[src/logic/fsp_pkg.sv]
// shared constants and types of the flash status poller
package fsp_pkg;
    // ------------------------------------------------------------
    // timing
    // ------------------------------------------------------------
    localparam int CLK_NS    = 25;                          // 40 MHz
    localparam int T_ACC_NS  = 55;                          // address/enable to data
    localparam int RD_CYC    = (T_ACC_NS + CLK_NS - 1) / CLK_NS;
    localparam int T_WP_NS   = 35;                          // write pulse width
    localparam int WP_CYC    = (T_WP_NS + CLK_NS - 1) / CLK_NS;
    localparam int SYNC_CYC  = 2;                           // pin synchroniser depth
    localparam logic [3:0] RD_WAIT = 4'(RD_CYC + SYNC_CYC - 1);
    localparam logic [3:0] WP_WAIT = 4'(WP_CYC - 1);
    // ------------------------------------------------------------
    // status bit positions and commands
    // ------------------------------------------------------------
    localparam int BIT_POLL  = 7;                           // data_poll_bit
    localparam int BIT_TOG1  = 6;                           // toggle_bit_one
    localparam int BIT_TOUT  = 5;                           // timeout_fail_bit
    localparam int BIT_WIN   = 3;                           // erase_window_bit
    localparam int BIT_TOG2  = 2;                           // toggle_bit_two
    localparam logic [7:0] CMD_RESET = 8'hf0;
    localparam int AW = 20;
    localparam int DW = 8;

    typedef enum logic [1:0] {K_WRITE, K_READ, K_POLL} fsp_kind_t;
    typedef enum logic [1:0] {ST_IDLE, ST_WR, ST_RD, ST_GAP} fsp_state_t;
    typedef enum logic [1:0] {PH_FIRST, PH_NEXT, PH_RECHECK} fsp_phase_t;

    typedef struct packed {
        fsp_kind_t        kind;
        logic [AW-1:0]    addr;
        logic [DW-1:0]    data;
    } fsp_req_t;

    typedef struct packed {
        logic             ce_n;
        logic             oe_n;
        logic             we_n;
        logic             dq_oe;
        logic [DW-1:0]    dq_out;
        logic [AW-1:0]    addr;
    } fsp_pins_t;
endpackage

[src/logic/fsp_poller.sv]
// host-side flash access and toggle-bit status poller
`timescale 1ns/1ps
`default_nettype none

// Operation
// - read status twice, compare toggle bit
// - toggling with timeout bit: recheck toggle
// - still toggling after timeout: fail, reset
// - resumed polling restarts from first read
// - reset command after any timeout failure
// - ignore window bit only if commands fast
// - check window bit around each erase command; the code only latches it into window after every read
// - status reads use the valid address
module fsp_poller
    import fsp_pkg::*;
(
    input  wire logic            clk,
    input  wire logic            rst,
    // user side
    input  wire logic            req_valid,
    input  wire fsp_req_t        req,
    input  wire logic            abort,
    output var  logic            busy,
    output var  logic            done,
    output var  logic            fail,
    output var  logic [DW-1:0]   rdata,
    output var  logic            window,
    // flash pins
    output var  fsp_pins_t       pins,
    input  wire logic [DW-1:0]   dq_in
);
    // ------------------------------------------------------------
    // state
    // ------------------------------------------------------------
    typedef struct packed {
        fsp_state_t      st;
        fsp_phase_t      ph;
        fsp_req_t        rq;
        logic [3:0]      cnt;
        logic [1:0]      reads;
        logic            again;
        logic            failing;
        logic [DW-1:0]   prev;
        logic [DW-1:0]   sync1;
        logic [DW-1:0]   sync2;
        logic            busy;
        logic            done;
        logic            fail;
        logic [DW-1:0]   rdata;
        logic            window;
        fsp_pins_t       pins;
    } fsp_regs_t;

    localparam fsp_pins_t PINS_IDLE = '{ce_n: 1'b1, oe_n: 1'b1, we_n: 1'b1,
                                        dq_oe: 1'b0, dq_out: '0, addr: '0};

    fsp_regs_t s;
    fsp_regs_t next_s;

    // ------------------------------------------------------------
    // next state
    // ------------------------------------------------------------
    always_comb begin
        logic [DW-1:0] d;
        logic          tog;
        next_s       = s;
        d            = s.sync2;
        tog          = d[BIT_TOG1] ^ s.prev[BIT_TOG1];
        next_s.sync1 = dq_in;                    // first flop, read by sync2 only
        next_s.sync2 = s.sync1;
        next_s.done  = 1'b0;
        case (s.st)
            ST_IDLE: begin
                next_s.pins = PINS_IDLE;
                if (req_valid) begin
                    next_s.rq      = req;
                    next_s.busy    = 1'b1;
                    next_s.fail    = 1'b0;
                    next_s.failing = 1'b0;
                    next_s.ph      = PH_FIRST;
                    next_s.reads   = 2'h0;
                    next_s.pins.addr = req.addr;
                    next_s.pins.ce_n = 1'b0;
                    if (req.kind == K_WRITE) begin
                        next_s.st          = ST_WR;
                        next_s.cnt         = WP_WAIT;
                        next_s.pins.we_n   = 1'b0;
                        next_s.pins.dq_oe  = 1'b1;
                        next_s.pins.dq_out = req.data;
                    end else begin
                        next_s.st        = ST_RD;
                        next_s.cnt       = RD_WAIT;
                        next_s.pins.oe_n = 1'b0;
                    end
                end
            end
            ST_WR: begin
                if (s.cnt != 4'h0) begin
                    next_s.cnt = s.cnt - 4'h1;
                end else begin
                    next_s.pins  = PINS_IDLE;
                    next_s.again = 1'b0;
                    next_s.st    = ST_GAP;
                end
            end
            ST_RD: begin
                if (abort && s.rq.kind == K_POLL) begin
                    next_s.pins = PINS_IDLE;
                    next_s.busy = 1'b0;
                    next_s.st   = ST_IDLE;
                end else if (s.cnt != 4'h0) begin
                    next_s.cnt = s.cnt - 4'h1;
                end else begin
                    // one idle cycle between reads keeps output-enable hold
                    next_s.pins   = PINS_IDLE;
                    next_s.st     = ST_GAP;
                    next_s.again  = 1'b0;
                    next_s.rdata  = d;
                    next_s.window = d[BIT_WIN];
                    next_s.prev   = d;
                    if (s.reads != 2'h3) begin
                        next_s.reads = s.reads + 2'h1;
                    end
                    if (s.rq.kind == K_POLL) begin
                        if (s.ph == PH_FIRST) begin
                            next_s.ph    = PH_NEXT;
                            next_s.again = 1'b1;
                        end else if (!tog) begin
                            next_s.again = 1'b0;
                        end else if (s.ph == PH_RECHECK) begin
                            next_s.failing     = 1'b1;
                            next_s.rq.kind     = K_WRITE;
                            next_s.st          = ST_WR;
                            next_s.cnt         = WP_WAIT;
                            next_s.pins.ce_n   = 1'b0;
                            next_s.pins.we_n   = 1'b0;
                            next_s.pins.dq_oe  = 1'b1;
                            next_s.pins.dq_out = CMD_RESET;
                            next_s.pins.addr   = s.rq.addr;
                        end else begin
                            if (d[BIT_TOUT]) begin
                                next_s.ph = PH_RECHECK;
                            end
                            next_s.again = 1'b1;
                        end
                    end
                end
            end
            ST_GAP: begin
                if (s.again && !abort) begin
                    next_s.st        = ST_RD;
                    next_s.cnt       = RD_WAIT;
                    next_s.pins.ce_n = 1'b0;
                    next_s.pins.oe_n = 1'b0;
                    next_s.pins.addr = s.rq.addr;
                end else begin
                    next_s.st   = ST_IDLE;
                    next_s.busy = 1'b0;
                    next_s.done = !s.again;
                    next_s.fail = s.failing;
                end
            end
            default: begin
                next_s.st   = ST_IDLE;
                next_s.pins = PINS_IDLE;
            end
        endcase
    end

    // ------------------------------------------------------------
    // registers
    // ------------------------------------------------------------
    always_ff @(posedge clk or posedge rst) begin
        if (rst) begin
            s <= '{st: ST_IDLE, ph: PH_FIRST, rq: '{kind: K_WRITE, addr: '0, data: '0},
                   cnt: 4'h0, reads: 2'h0, again: 1'b0, failing: 1'b0, prev: '0,
                   sync1: '0, sync2: '0, busy: 1'b0, done: 1'b0, fail: 1'b0,
                   rdata: '0, window: 1'b0, pins: PINS_IDLE};
        end else begin
            s <= next_s;
        end
    end

    // outputs straight from the state flops
    assign busy   = s.busy;
    assign done   = s.done;
    assign fail   = s.fail;
    assign rdata  = s.rdata;
    assign window = s.window;
    assign pins   = s.pins;

    // ------------------------------------------------------------
    // checks
    // ------------------------------------------------------------
    a_two_reads: assert property (@(posedge clk) disable iff (rst)
        (done && s.rq.kind == K_POLL) |-> s.reads >= 2'h2)
        else $error("poll finished with fewer than two reads");
    a_recheck_fail: assert property (@(posedge clk) disable iff (rst)
        (s.st == ST_RD && s.cnt == 4'h0 && s.ph == PH_NEXT && !abort &&
         s.rq.kind == K_POLL && (s.sync2[BIT_TOG1] ^ s.prev[BIT_TOG1])
         && s.sync2[BIT_TOUT]) |=> (s.ph == PH_RECHECK && s.st == ST_GAP && !s.failing))
        else $error("timeout bit seen but no recheck");
    a_fail_reset: assert property (@(posedge clk) disable iff (rst)
        (s.failing && !s.pins.we_n) |-> (s.pins.dq_oe && s.pins.dq_out == CMD_RESET))
        else $error("failed poll did not drive reset command");
    a_fail_after_wr: assert property (@(posedge clk) disable iff (rst)
        $rose(s.failing) |-> (!s.pins.we_n) [*2] ##1 s.pins.we_n ##1 (done && fail))
        else $error("failure not reported after reset write");
    a_abort_idle: assert property (@(posedge clk) disable iff (rst)
        (abort && s.st == ST_RD && s.rq.kind == K_POLL) |=>
            (s.st == ST_IDLE && !busy && pins.oe_n))
        else $error("abort did not end polling");
    a_read_addr: assert property (@(posedge clk) disable iff (rst)
        !pins.oe_n |-> (pins.addr == s.rq.addr && !pins.ce_n && pins.we_n))
        else $error("status read at wrong address or with write low");
    a_read_len: assert property (@(posedge clk) disable iff (rst)
        ($fell(pins.oe_n) && !abort) |-> (!pins.oe_n) [*2])
        else $error("read strobe too short");
    a_window_bit: assert property (@(posedge clk) disable iff (rst)
        $rose(s.st == ST_GAP) && $past(s.st) == ST_RD |-> window == s.prev[BIT_WIN])
        else $error("window bit not taken from last read");

endmodule // fsp_poller

`default_nettype wire

[config.mk]
export PLATFORM = sky130hd
export DESIGN_NAME = fsp_poller
export DESIGN_NICKNAME = d
export VERILOG_FILES = /design/src/logic/fsp_pkg.sv /design/src/logic/fsp_poller.sv
export SDC_FILE = /design/constraint.sdc
export NUM_CORES = 1
export LEC_CHECK = 0
export BUFFER_PORTS_ARGS = -buffer_cell sky130_fd_sc_hd__clkbuf_2
export CAP_MARGIN = 0
export CORE_UTILIZATION = 45
export CTS_CLUSTER_DIAMETER = 100
export DETAILED_ROUTE_END_ITERATION = 7
export MAX_ROUTING_LAYER = met4
export PLACE_DENSITY = 0.73
export SLEW_MARGIN = 10
export SYNTH_ARGS = -nofsm -noshare
export SYNTH_HDL_FRONTEND = slang
export SYNTH_SLANG_ARGS = --single-unit
[constraint.sdc]
create_clock -name clk -period 4.31 [get_ports clk]
set_clock_uncertainty 0.2 [all_clocks]
set_input_delay 0.862 -clock clk [delete_from_list [all_inputs] [get_ports clk]]
set_output_delay 0.862 -clock clk [all_outputs]
set_load 0.01 [all_outputs]
==> qor.txt, run 1 <==
Status: finished, final reports clean
Sw frac: 40.5%
Ant. Diodes: 0
Share of cells above drive strength 1: 35.3%
Internal power: 2160 uW
Die area: 10100 sq um
CTS tree: yes
Global-route wire length before repair: 14.4 mm
Asr flop ratio synth: 100%
Gates resized, CTS repair: 0
Core area: 9330 sq um
Hold Path Depth: 0
Syn nets: 437
Fillers: 854
Clk sinks: 91
Flip-flop and latch area: 2280 sq um
Total routed wirelength: 8.74 mm
Busiest layer in global routing: met2
Slowest-stage cell, CP: dfrtp_1
GR Layer Usage met3: 3.40%
VDD IR max: 0.327 mV
Tot GR Track Use: 18.8%
DP HPWL: 6.00 mm
Fmax: 333 MHz
Crit path launch type: flip-flop
Slew headroom: 35.9%
Yosys reg bits: 91
Initial drt markers: 170
DRT antenna net count: 0
Tcrit/Tclk final: 69.7%
P&R area growth vs syn: 9.53%
Number of global-route vias before repair: 2940
Worst-path clk slew: 0.09 ns
GRT overflow: 0
WP data arrival: 3.09 ns
CP max stage delay: 0.48 ns
WL/cell: 15.6 microns
Mapped Avg Cell Area: 11.4 sq um
Levels on crit path: 6
Multi-input logic area: 1660 sq um
Min-Delay Path Class: flip-flop to flip-flop
Switching Power: 1470 uW
Clock Latency Late Sink: 0.35 ns
CTS H-tree depth: 3
Number of synthesized flops with an enable pin: 0
Final min period: 3.00 ns
Post-synth design cell area: 4380 sq um
Sequential power share: 38.3%
Via Count: 3011
Initial antenna violation count: 0
Ys Warns: 0
Required @ worst endpoint: 4.40 ns
CTS Buf Count: 9
# Post-CTS Setup Buffers: 0
Most common cell after layout, fill and taps aside: dfrtp_1
Root buf cell: clkbuf_8
Ys flop type: dfrtp_1
Nets: 477
Vias/cell: 5.38
Max-slew violation count: 0
Tot Pwr: 3630 uW
Worst-Margin Slew: 0.959 ns
Unrepaired setup endpoints after global routing: no
Met2 Usage GRT: 28.9%
Crit Path Category: flip-flop to flip-flop
Post-synthesis cell type count: 56
Commonest non-fill, non-tap cells in the layout: dfrtp_1 (88), clkbuf_2 (85), mux2_2 (30)
Total I/O pin count: 86
Die height: 101 microns
Clk network pwr share: 15.4%
Total negative setup slack: 0 ns
Crit-path cells: inv_1 > ha_1 > or2_2 > a32oi_2 > buf_4 > mux2_2
Combinational share of power: 46.2%
Leakage power: 0.00224 uW
CP delay by family, top: buffers and inverters
Crit-path max FO: 36
Die width: 101 microns
Buf/Inv on CP: 2
PwrDens: 756 nW/um^2
Placement row count: 35
Crit. End Element: flip-flop
Placer Congestion: 0.855
Hold buffer count at CTS: 0
Synth Instances: 386
Reg2Reg Depth: 6
Register area share after synthesis: 52.0%
Final hold vios: 0
Pre-antenna DRT Iters: 5
Buffers on Ports: 85
CTS Buffer Depth: 2
DRC: 0
Starting Density: 47.0%
Grt met1 use: 25.3%
Pin count of the biggest net entering global routing: 37
Max Cap Violations: 0
# setup viols final: 0
[per-layer routing]
layer	vias to the layer above	routed length (microns)	share of wire [%]
met3	11	427	4.9
li1	1415	-	-
met4	0	113	1.3
met1	1495	4140	47
met5	-	0	0
met2	90	4050	46
[metrics by stage]
step                      cells  utilization [%]  hold WS [ns]  setup slack [ns]  area [sq um]
after floorplan             386                -         0.131             0.889          4380
after global placement      544             49.4         0.132              1.45          4610
after detailed placement    544             49.4         0.135              1.38          4610
after CTS                   560             51.5         0.159              1.34          4800
after global routing        560             51.5         0.163              1.15          4800
final                       560             51.5         0.154              1.31          4800
[power by group through the flow]
stage / registers (uW) / clock network (uW) / logic, uW
detailed placement: 1400 / 0 / 1680
CTS: 1390 / 581 / 1690
finish: 1390 / 561 / 1680
global route: 1430 / 609 / 1860
global placement: 1390 / 0 / 1620
floorplan: 1350 / 0 / 1500
[path summary, 6_finish.rpt]
path	to	from	slack, ns
max	pins[31]	s[108]	1.31
min	s[48]	next_s[48]	0.15
min reg2reg	s[48]	next_s[48]	0.15
max in group asynchronous	pins[3]	rst	2.84
max reg2reg	pins[31]	s[108]	1.31
min in group asynchronous	s[75]	rst	0.27
[sequential cells by signal, indices dropped and copies added (netlist names)]
name    count
done        1
next_s      8
busy        1
fail        1
rdata       8
pins       32
s          40
[layout make-up]
class | instances | share of cell area [%]
Inverter | 10 | 0.808
Timing Repair Buffer | 90 | 9.64
Sequential cell | 91 | 47.5
Multi-Input combinational cell | 224 | 34.6
Clock inverter | 5 | 0.938
Clock buffer | 11 | 3.15
Tap cell | 129 | 3.36
[Yosys cell counts, types with 2 or more instances]
library cell  count  area, sq um
dfrtp_1          88         2200
buf_4            42          315
mux2_2           30          338
a21oi_1          26          130
nor2_1           23         86.3
nand2_1          22         82.6
a22oi_1          20          150
o21ai_0          15         75.1
clkbuf_1         11         41.3
inv_1            10         37.5
ha_1              9          113
a31oi_1           5         31.3
buf_2             5         25.0
nand3_1           5         25.0
nor2b_1           5         31.3
a32oi_1           4         35.0
nand2b_1          4         25.0
nor3_1            4         20.0
nor3b_1           4         30.0
o211ai_1          4         30.0
and3b_1           3         26.3
buf_6             3         33.8
dfstp_2           3         78.8
mux2_4            3         45.0
nand4bb_1         3         33.8
a21o_1            2         15.0
a22o_1            2         17.5
mux2_1            2         22.5
nand3b_1          2         15.0
[cells by family after synthesis]
group	share of synthesized area, %
buffers and inverters	10.3
DFF	52.0
adders and majority gates	2.57
muxes	9.47
AOI/OAI and AO/OA	14.9
xor gates and xnor gates	0.371
and+or+nand+nor	10.3
No activity file was read; power rests on OpenSTA's default activity.
==> run 2, diff against run 1 <==
--- a/config.mk
+++ b/config.mk
@@ -11,7 +11,7 @@
 export CTS_CLUSTER_DIAMETER = 100
 export DETAILED_ROUTE_END_ITERATION = 7
 export MAX_ROUTING_LAYER = met4
-export PLACE_DENSITY = 0.73
+export PLACE_DENSITY = 0.76
 export SLEW_MARGIN = 10
 export SYNTH_ARGS = -nofsm -noshare
 export SYNTH_HDL_FRONTEND = slang
==> constraint.sdc (replaced) <==
create_clock -name clk -period 2.56 [get_ports clk]
set_clock_uncertainty 0.2 [all_clocks]
set_input_delay 0.512 -clock clk [delete_from_list [all_inputs] [get_ports clk]]
set_output_delay 0.512 -clock clk [all_outputs]
set_load 0.01 [all_outputs]
==> qor.txt, run 2 (synthesis results as in run 1) <==
Slew headroom: 50.0% (was 35.9%)
DRC: 0 (unchanged)
Initial antenna violation count: 0 (unchanged)
Pre-antenna DRT Iters: 6 (was 5)
Unrepaired setup endpoints after global routing: no (unchanged)
Worst hold slack: 0.0457 ns (was 0.154 ns)
Max reg flops: 40 (unchanged)
Final min period: 2.37 ns (was 3.00 ns)
Die width: 101 microns (unchanged)
Commonest non-fill, non-tap cells in the layout: dfrtp_1 (88), clkbuf_2 (85), mux2_2 (30) (unchanged)
Number of global-route vias before repair: 2897 (was 2940)
Final worst slack: 0.191 ns (was 1.31 ns)
Initial drt markers: 181 (was 170)
Required @ worst endpoint: 2.61 ns (was 4.40 ns)
Placed inst area: 4710 sq um (was 4610 sq um)
Largest Register: s (unchanged)
CTS tree: yes (unchanged)
GRT overflow: 0 (unchanged)
Hold buffer count at CTS: 0 (unchanged)
Crit-path max FO: 6 (was 36)
Root buf cell: clkbuf_8 (unchanged)
CTS Buf Count: 9 (unchanged)
Total routed wirelength: 8.76 mm (was 8.74 mm)
Crit Path Category: flip-flop to flip-flop (unchanged)
Flip-flop and latch area: 2280 sq um (unchanged)
Clk sinks: 91 (unchanged)
DRT antenna net count: 0 (unchanged)
Via Count: 2976 (was 3011)
WP data arrival: 2.42 ns (was 3.09 ns)
Most common cell after layout, fill and taps aside: dfrtp_1 (unchanged)
Vias/cell: 5.23 (was 5.38)
Total negative setup slack: 0 ns (unchanged)
Crit. End Element: flip-flop (unchanged)
Gates resized, CTS repair: 0 (unchanged)
Starting Density: 47.0% (unchanged)
PwrDens: 1280 nW/um^2 (was 756 nW/um^2)
Fillers: 817 (was 854)
Share of cells above drive strength 1: 36.6% (was 35.3%)
Buffers on Ports: 85 (unchanged)
Clock Latency Late Sink: 0.36 ns (was 0.35 ns)
Ant. Diodes: 0 (unchanged)
Nets: 486 (was 477)
Tot GR Track Use: 18.8% (about the same)
Max Cap Violations: 0 (unchanged)
Total I/O pin count: 86 (unchanged)
Multi-input logic area: 1660 sq um (unchanged)
# Post-CTS Setup Buffers: 0 (unchanged)
Min-Delay Path Class: primary input to async pin (was flip-flop to flip-flop)
Design area: 4910 sq um (was 4800 sq um)
Core area: 9330 sq um (unchanged)
Post-place setup slack: 0.204 ns (was 1.38 ns)
Status: finished, final reports clean (unchanged)
Max-slew violation count: 0 (unchanged)
Crit path launch type: flip-flop (unchanged)
DP HPWL: 6.01 mm (was 6.00 mm)
CTS Buffer Depth: 2 (unchanged)
# setup viols final: 0 (unchanged)
Pin count of the biggest net entering global routing: 92 (was 37)
Placer Congestion: 0.941 (was 0.855)
Tcrit/Tclk final: 92.5% (was 69.7%)
Leakage power: 0.00229 uW (was 0.00224 uW)
CTS H-tree depth: 3 (unchanged)
Final hold vios: 0 (unchanged)
Placement row count: 35 (unchanged)
Die height: 101 microns (unchanged)
Worst-Margin Slew: 0.744 ns (was 0.959 ns)
VDD IR max: 0.572 mV (was 0.327 mV)
Fmax: 422 MHz (was 333 MHz)
P&R area growth vs syn: 11.9% (was 9.53%)
Die area: 10100 sq um (unchanged)
Global-route wire length before repair: 14.2 mm (was 14.4 mm)
Worst-path clk slew: 0.10 ns (was 0.09 ns)
WL/cell: 15.4 microns (was 15.6 microns)
-- run 2: area by class of cell --
class                   count  area share (%)
clock buffers              10            2.81
clock inverters             6            1.12
inverters                  10           0.842
multi-input cells         224            33.9
flip-flops and latches     91            46.5
well taps                 129            3.29
repair buffers             99            11.6
-- run 2: final timing paths --
kind,slack (ns),startpoint,to,cells after the start
min,0.05,rst,rdata[3],3
max,0.19,s[108],s[73],6
min in group clk,0.05,dq_in[7],next_s[51],1
min reg2reg,0.15,next_s[49],s[49],0
max in group asynchronous,1.71,rst,pins[29],3
max reg2reg,0.19,s[108],s[73],6
-- run 2: power breakdown --
group | switching [uW] | internal (uW) | leakage (uW)
Sequential | 323 | 2000 | 0.00112
Clock | 558 | 402 | 0.000100
Combinational | 1640 | 1350 | 0.00107
Total | 2520 | 3750 | 0.00229
-- run 2: routing by layer --
| layer | wire (microns) | GRT usage (%) | vias up |
|---|---|---|---|
| met5 | 0 | - | - |
| met4 | 140 | 7.02 | 0 |
| met3 | 552 | 4.85 | 11 |
| met2 | 4060 | 28.1 | 110 |
| met1 | 4000 | 24.6 | 1425 |
| li1 | - | - | 1430 |
-- run 2: metrics by stage --
step / power (uW) / utilization [%] / instances
after floorplan: 4800 / - / 386
after global placement: 5230 / 50.5 / 553
after detailed placement: 5350 / 50.5 / 553
after CTS: 6330 / 52.6 / 569
after global routing: 6750 / 52.6 / 569
final: 6280 / 52.6 / 569
-- run 2: critical path, stage by stage, from the launching register on --
cell and delay, ns:
dfrtp_1 0.46, inv_1 0.11, ha_1 0.25, and3b_1 0.22, a221oi_1 0.36, and3_1 0.31
mux2_1 0.34
==> run 3, diff against run 2 <==
--- a/config.mk
+++ b/config.mk
@@ -5,13 +5,13 @@
 export SDC_FILE = /design/constraint.sdc
 export NUM_CORES = 1
 export LEC_CHECK = 0
-export BUFFER_PORTS_ARGS = -buffer_cell sky130_fd_sc_hd__clkbuf_2
 export CAP_MARGIN = 0
 export CORE_UTILIZATION = 45
 export CTS_CLUSTER_DIAMETER = 100
 export DETAILED_ROUTE_END_ITERATION = 7
+export DONT_BUFFER_PORTS = 1
 export MAX_ROUTING_LAYER = met4
-export PLACE_DENSITY = 0.76
+export PLACE_DENSITY = 0.68
 export SLEW_MARGIN = 10
 export SYNTH_ARGS = -nofsm -noshare
 export SYNTH_HDL_FRONTEND = slang
==> qor.txt, run 3 (synthesis results as in run 1) <==
Status: finished, final reports clean (unchanged)
Most common cell after layout, fill and taps aside: dfrtp_1 (unchanged)
Vias/cell: 5.61 (was 5.23)
Placement row count: 35 (unchanged)
Core area: 9330 sq um (unchanged)
Commonest non-fill, non-tap cells in the layout: dfrtp_1 (88), mux2_2 (30), a21oi_1 (26) (was dfrtp_1 (88), clkbuf_2 (85), mux2_2 (30))
Global-route wire length before repair: 13.8 mm (was 14.2 mm)
Multi-input logic area: 1660 sq um (unchanged)
Crit. End Element: flip-flop (unchanged)
VDD IR max: 0.532 mV (was 0.572 mV)
Min-Delay Startpoint: req[3]
Placer Congestion: 0.889 (was 0.941)
Flip-flop and latch area: 2280 sq um (unchanged)
PwrDens: 1340 nW/um^2 (was 1280 nW/um^2)
Die area: 10100 sq um (unchanged)
Max-slew violation count: 0 (unchanged)
Crit path launch type: flip-flop (unchanged)
Starting Density: 47.0% (unchanged)
R2r setup slk: 0.18 ns (was 0.19 ns)
Fmax: 419 MHz (was 422 MHz)
Worst-Margin Slew: 0.626 ns (was 0.744 ns)
DRC: 0 (unchanged)
Crit-path max FO: 7 (was 6)
Crit Path Category: flip-flop to flip-flop (unchanged)
Pre-antenna DRT Iters: 4 (was 6)
Final worst slack: 0.176 ns (was 0.191 ns)
Number of global-route vias before repair: 2762 (was 2897)
Pin count of the biggest net entering global routing: 92 (unchanged)
Total routed wirelength: 8.54 mm (was 8.76 mm)
Clk sinks: 91 (unchanged)
Initial antenna violation count: 0 (unchanged)
RR Endpoint: s[73] (unchanged)
Root buf cell: clkbuf_8 (unchanged)
Hold worst-path end: pins[23]
R2R Path Start: s[109] (was s[108])
DRT antenna net count: 0 (unchanged)
Fillers: 851 (was 817)
DP HPWL: 5.71 mm (was 6.01 mm)
Ant. Diodes: 0 (unchanged)
Die height: 101 microns (unchanged)
Die width: 101 microns (unchanged)
Nets: 410 (was 486)
Tcrit/Tclk final: 93.1% (was 92.5%)
WL/cell: 17.3 microns (was 15.4 microns)
Tot GR Track Use: 18.3% (was 18.8%)
Clock Latency Late Sink: 0.35 ns (was 0.36 ns)
CTS Buffer Depth: 2 (unchanged)
Slew headroom: 57.9% (was 50.0%)
CTS H-tree depth: 3 (unchanged)
Largest Register: s (unchanged)
Tot Pwr: 6180 uW (was 6280 uW)
Final hold vios: 0 (unchanged)
Final min period: 2.38 ns (was 2.37 ns)
Post-place setup slack: 0.211 ns (was 0.204 ns)
WP data arrival: 2.42 ns (about the same)
GRT overflow: 0 (unchanged)
Required @ worst endpoint: 2.60 ns (was 2.61 ns)
# setup viols final: 0 (unchanged)
Buffers on Ports: 0 (was 85)
Total negative setup slack: 0 ns (unchanged)
Share of cells above drive strength 1: 20.7% (was 36.6%)
CTS Buf Count: 9 (unchanged)
Max reg flops: 40 (unchanged)
P&R area growth vs syn: 4.94% (was 11.9%)
Reg2Reg Depth: 6 (unchanged)
Min-Delay Path Class: primary input to flip-flop (was primary input to async pin)
Hold Path Depth: 2
Initial drt markers: 104 (was 181)
CTS tree: yes (unchanged)
Worst-path clk slew: 0.09 ns (was 0.10 ns)
Total I/O pin count: 86 (unchanged)
Unrepaired setup endpoints after global routing: no (unchanged)
Via Count: 2761 (was 2976)
Gates resized, CTS repair: 0 (unchanged)
Max Cap Violations: 0 (unchanged)
Leakage power: 0.00199 uW (was 0.00229 uW)
## run 3: cell count changes in the layout (fill, tap and decap cells not counted)
cell	change
inv_6	-4
dlygate4sd3_1	+9
buf_4	+2
buf_12	-2
bufinv_16	+3
clkbuf_2	-85
## run 3: repair_timing
item                                    4_1_cts  5_1_grt
endpoints found under the setup margin        0        0
setup buffers                                 0        0
hold buffers                                  9        0
hold endpoints to repair                     96        0
## run 3: how the worst max path moves through the flow
stage                start       end  slack [ns]
global placement     s[72]  pins[10]        0.29
global route         s[72]   pins[5]        0.06
finish              s[109]     s[73]        0.18
CTS                  s[72]   pins[4]        0.19
detailed placement   s[72]   pins[4]        0.21
floorplan           s[108]     s[72]        0.40
## run 3: metrics by stage
step	hold WS [ns]	cell area [sq um]	instances	util, %
floorplan	0.131	4390	386	-
global placement	0.134	4260	468	45.7
detailed placement	0.135	4260	468	45.7
CTS	0.0702	4600	492	49.3
global route	0.0769	4600	492	49.3
finish	0.0898	4600	492	49.3
## run 3: report_power, final
part           switching [uW]  internal [uW]
clock network             516            679
logic                    1370           1100
registers                 512           2010
## run 3: layer usage
metal / global-route usage [%] / vias to the layer above / routed length, microns
met3: 4.85 / 13 / 624
met4: 7.80 / 0 / 112
li1: - / 1277 / -
met1: 23.2 / 1376 / 3750
met5: - / - / 0
met2: 27.7 / 95 / 4050
## run 3: worst max-delay path: stages (launching register included)
cell and delay [ns]:
dfrtp_1 0.42, inv_1 0.12, ha_1 0.25, nor2b_1 0.24, a221oi_1 0.38, and3_1 0.32, mux2_1 0.34
## run 3: area by class of cell
class	instances	share of cell area, %
timing repair buffer	23	4.51
clock inverter	5	2.39
multi-input combinational	224	36.1
clock buffer	10	2.99
sequential	91	49.6
inverter	10	0.897
tap	129	3.51
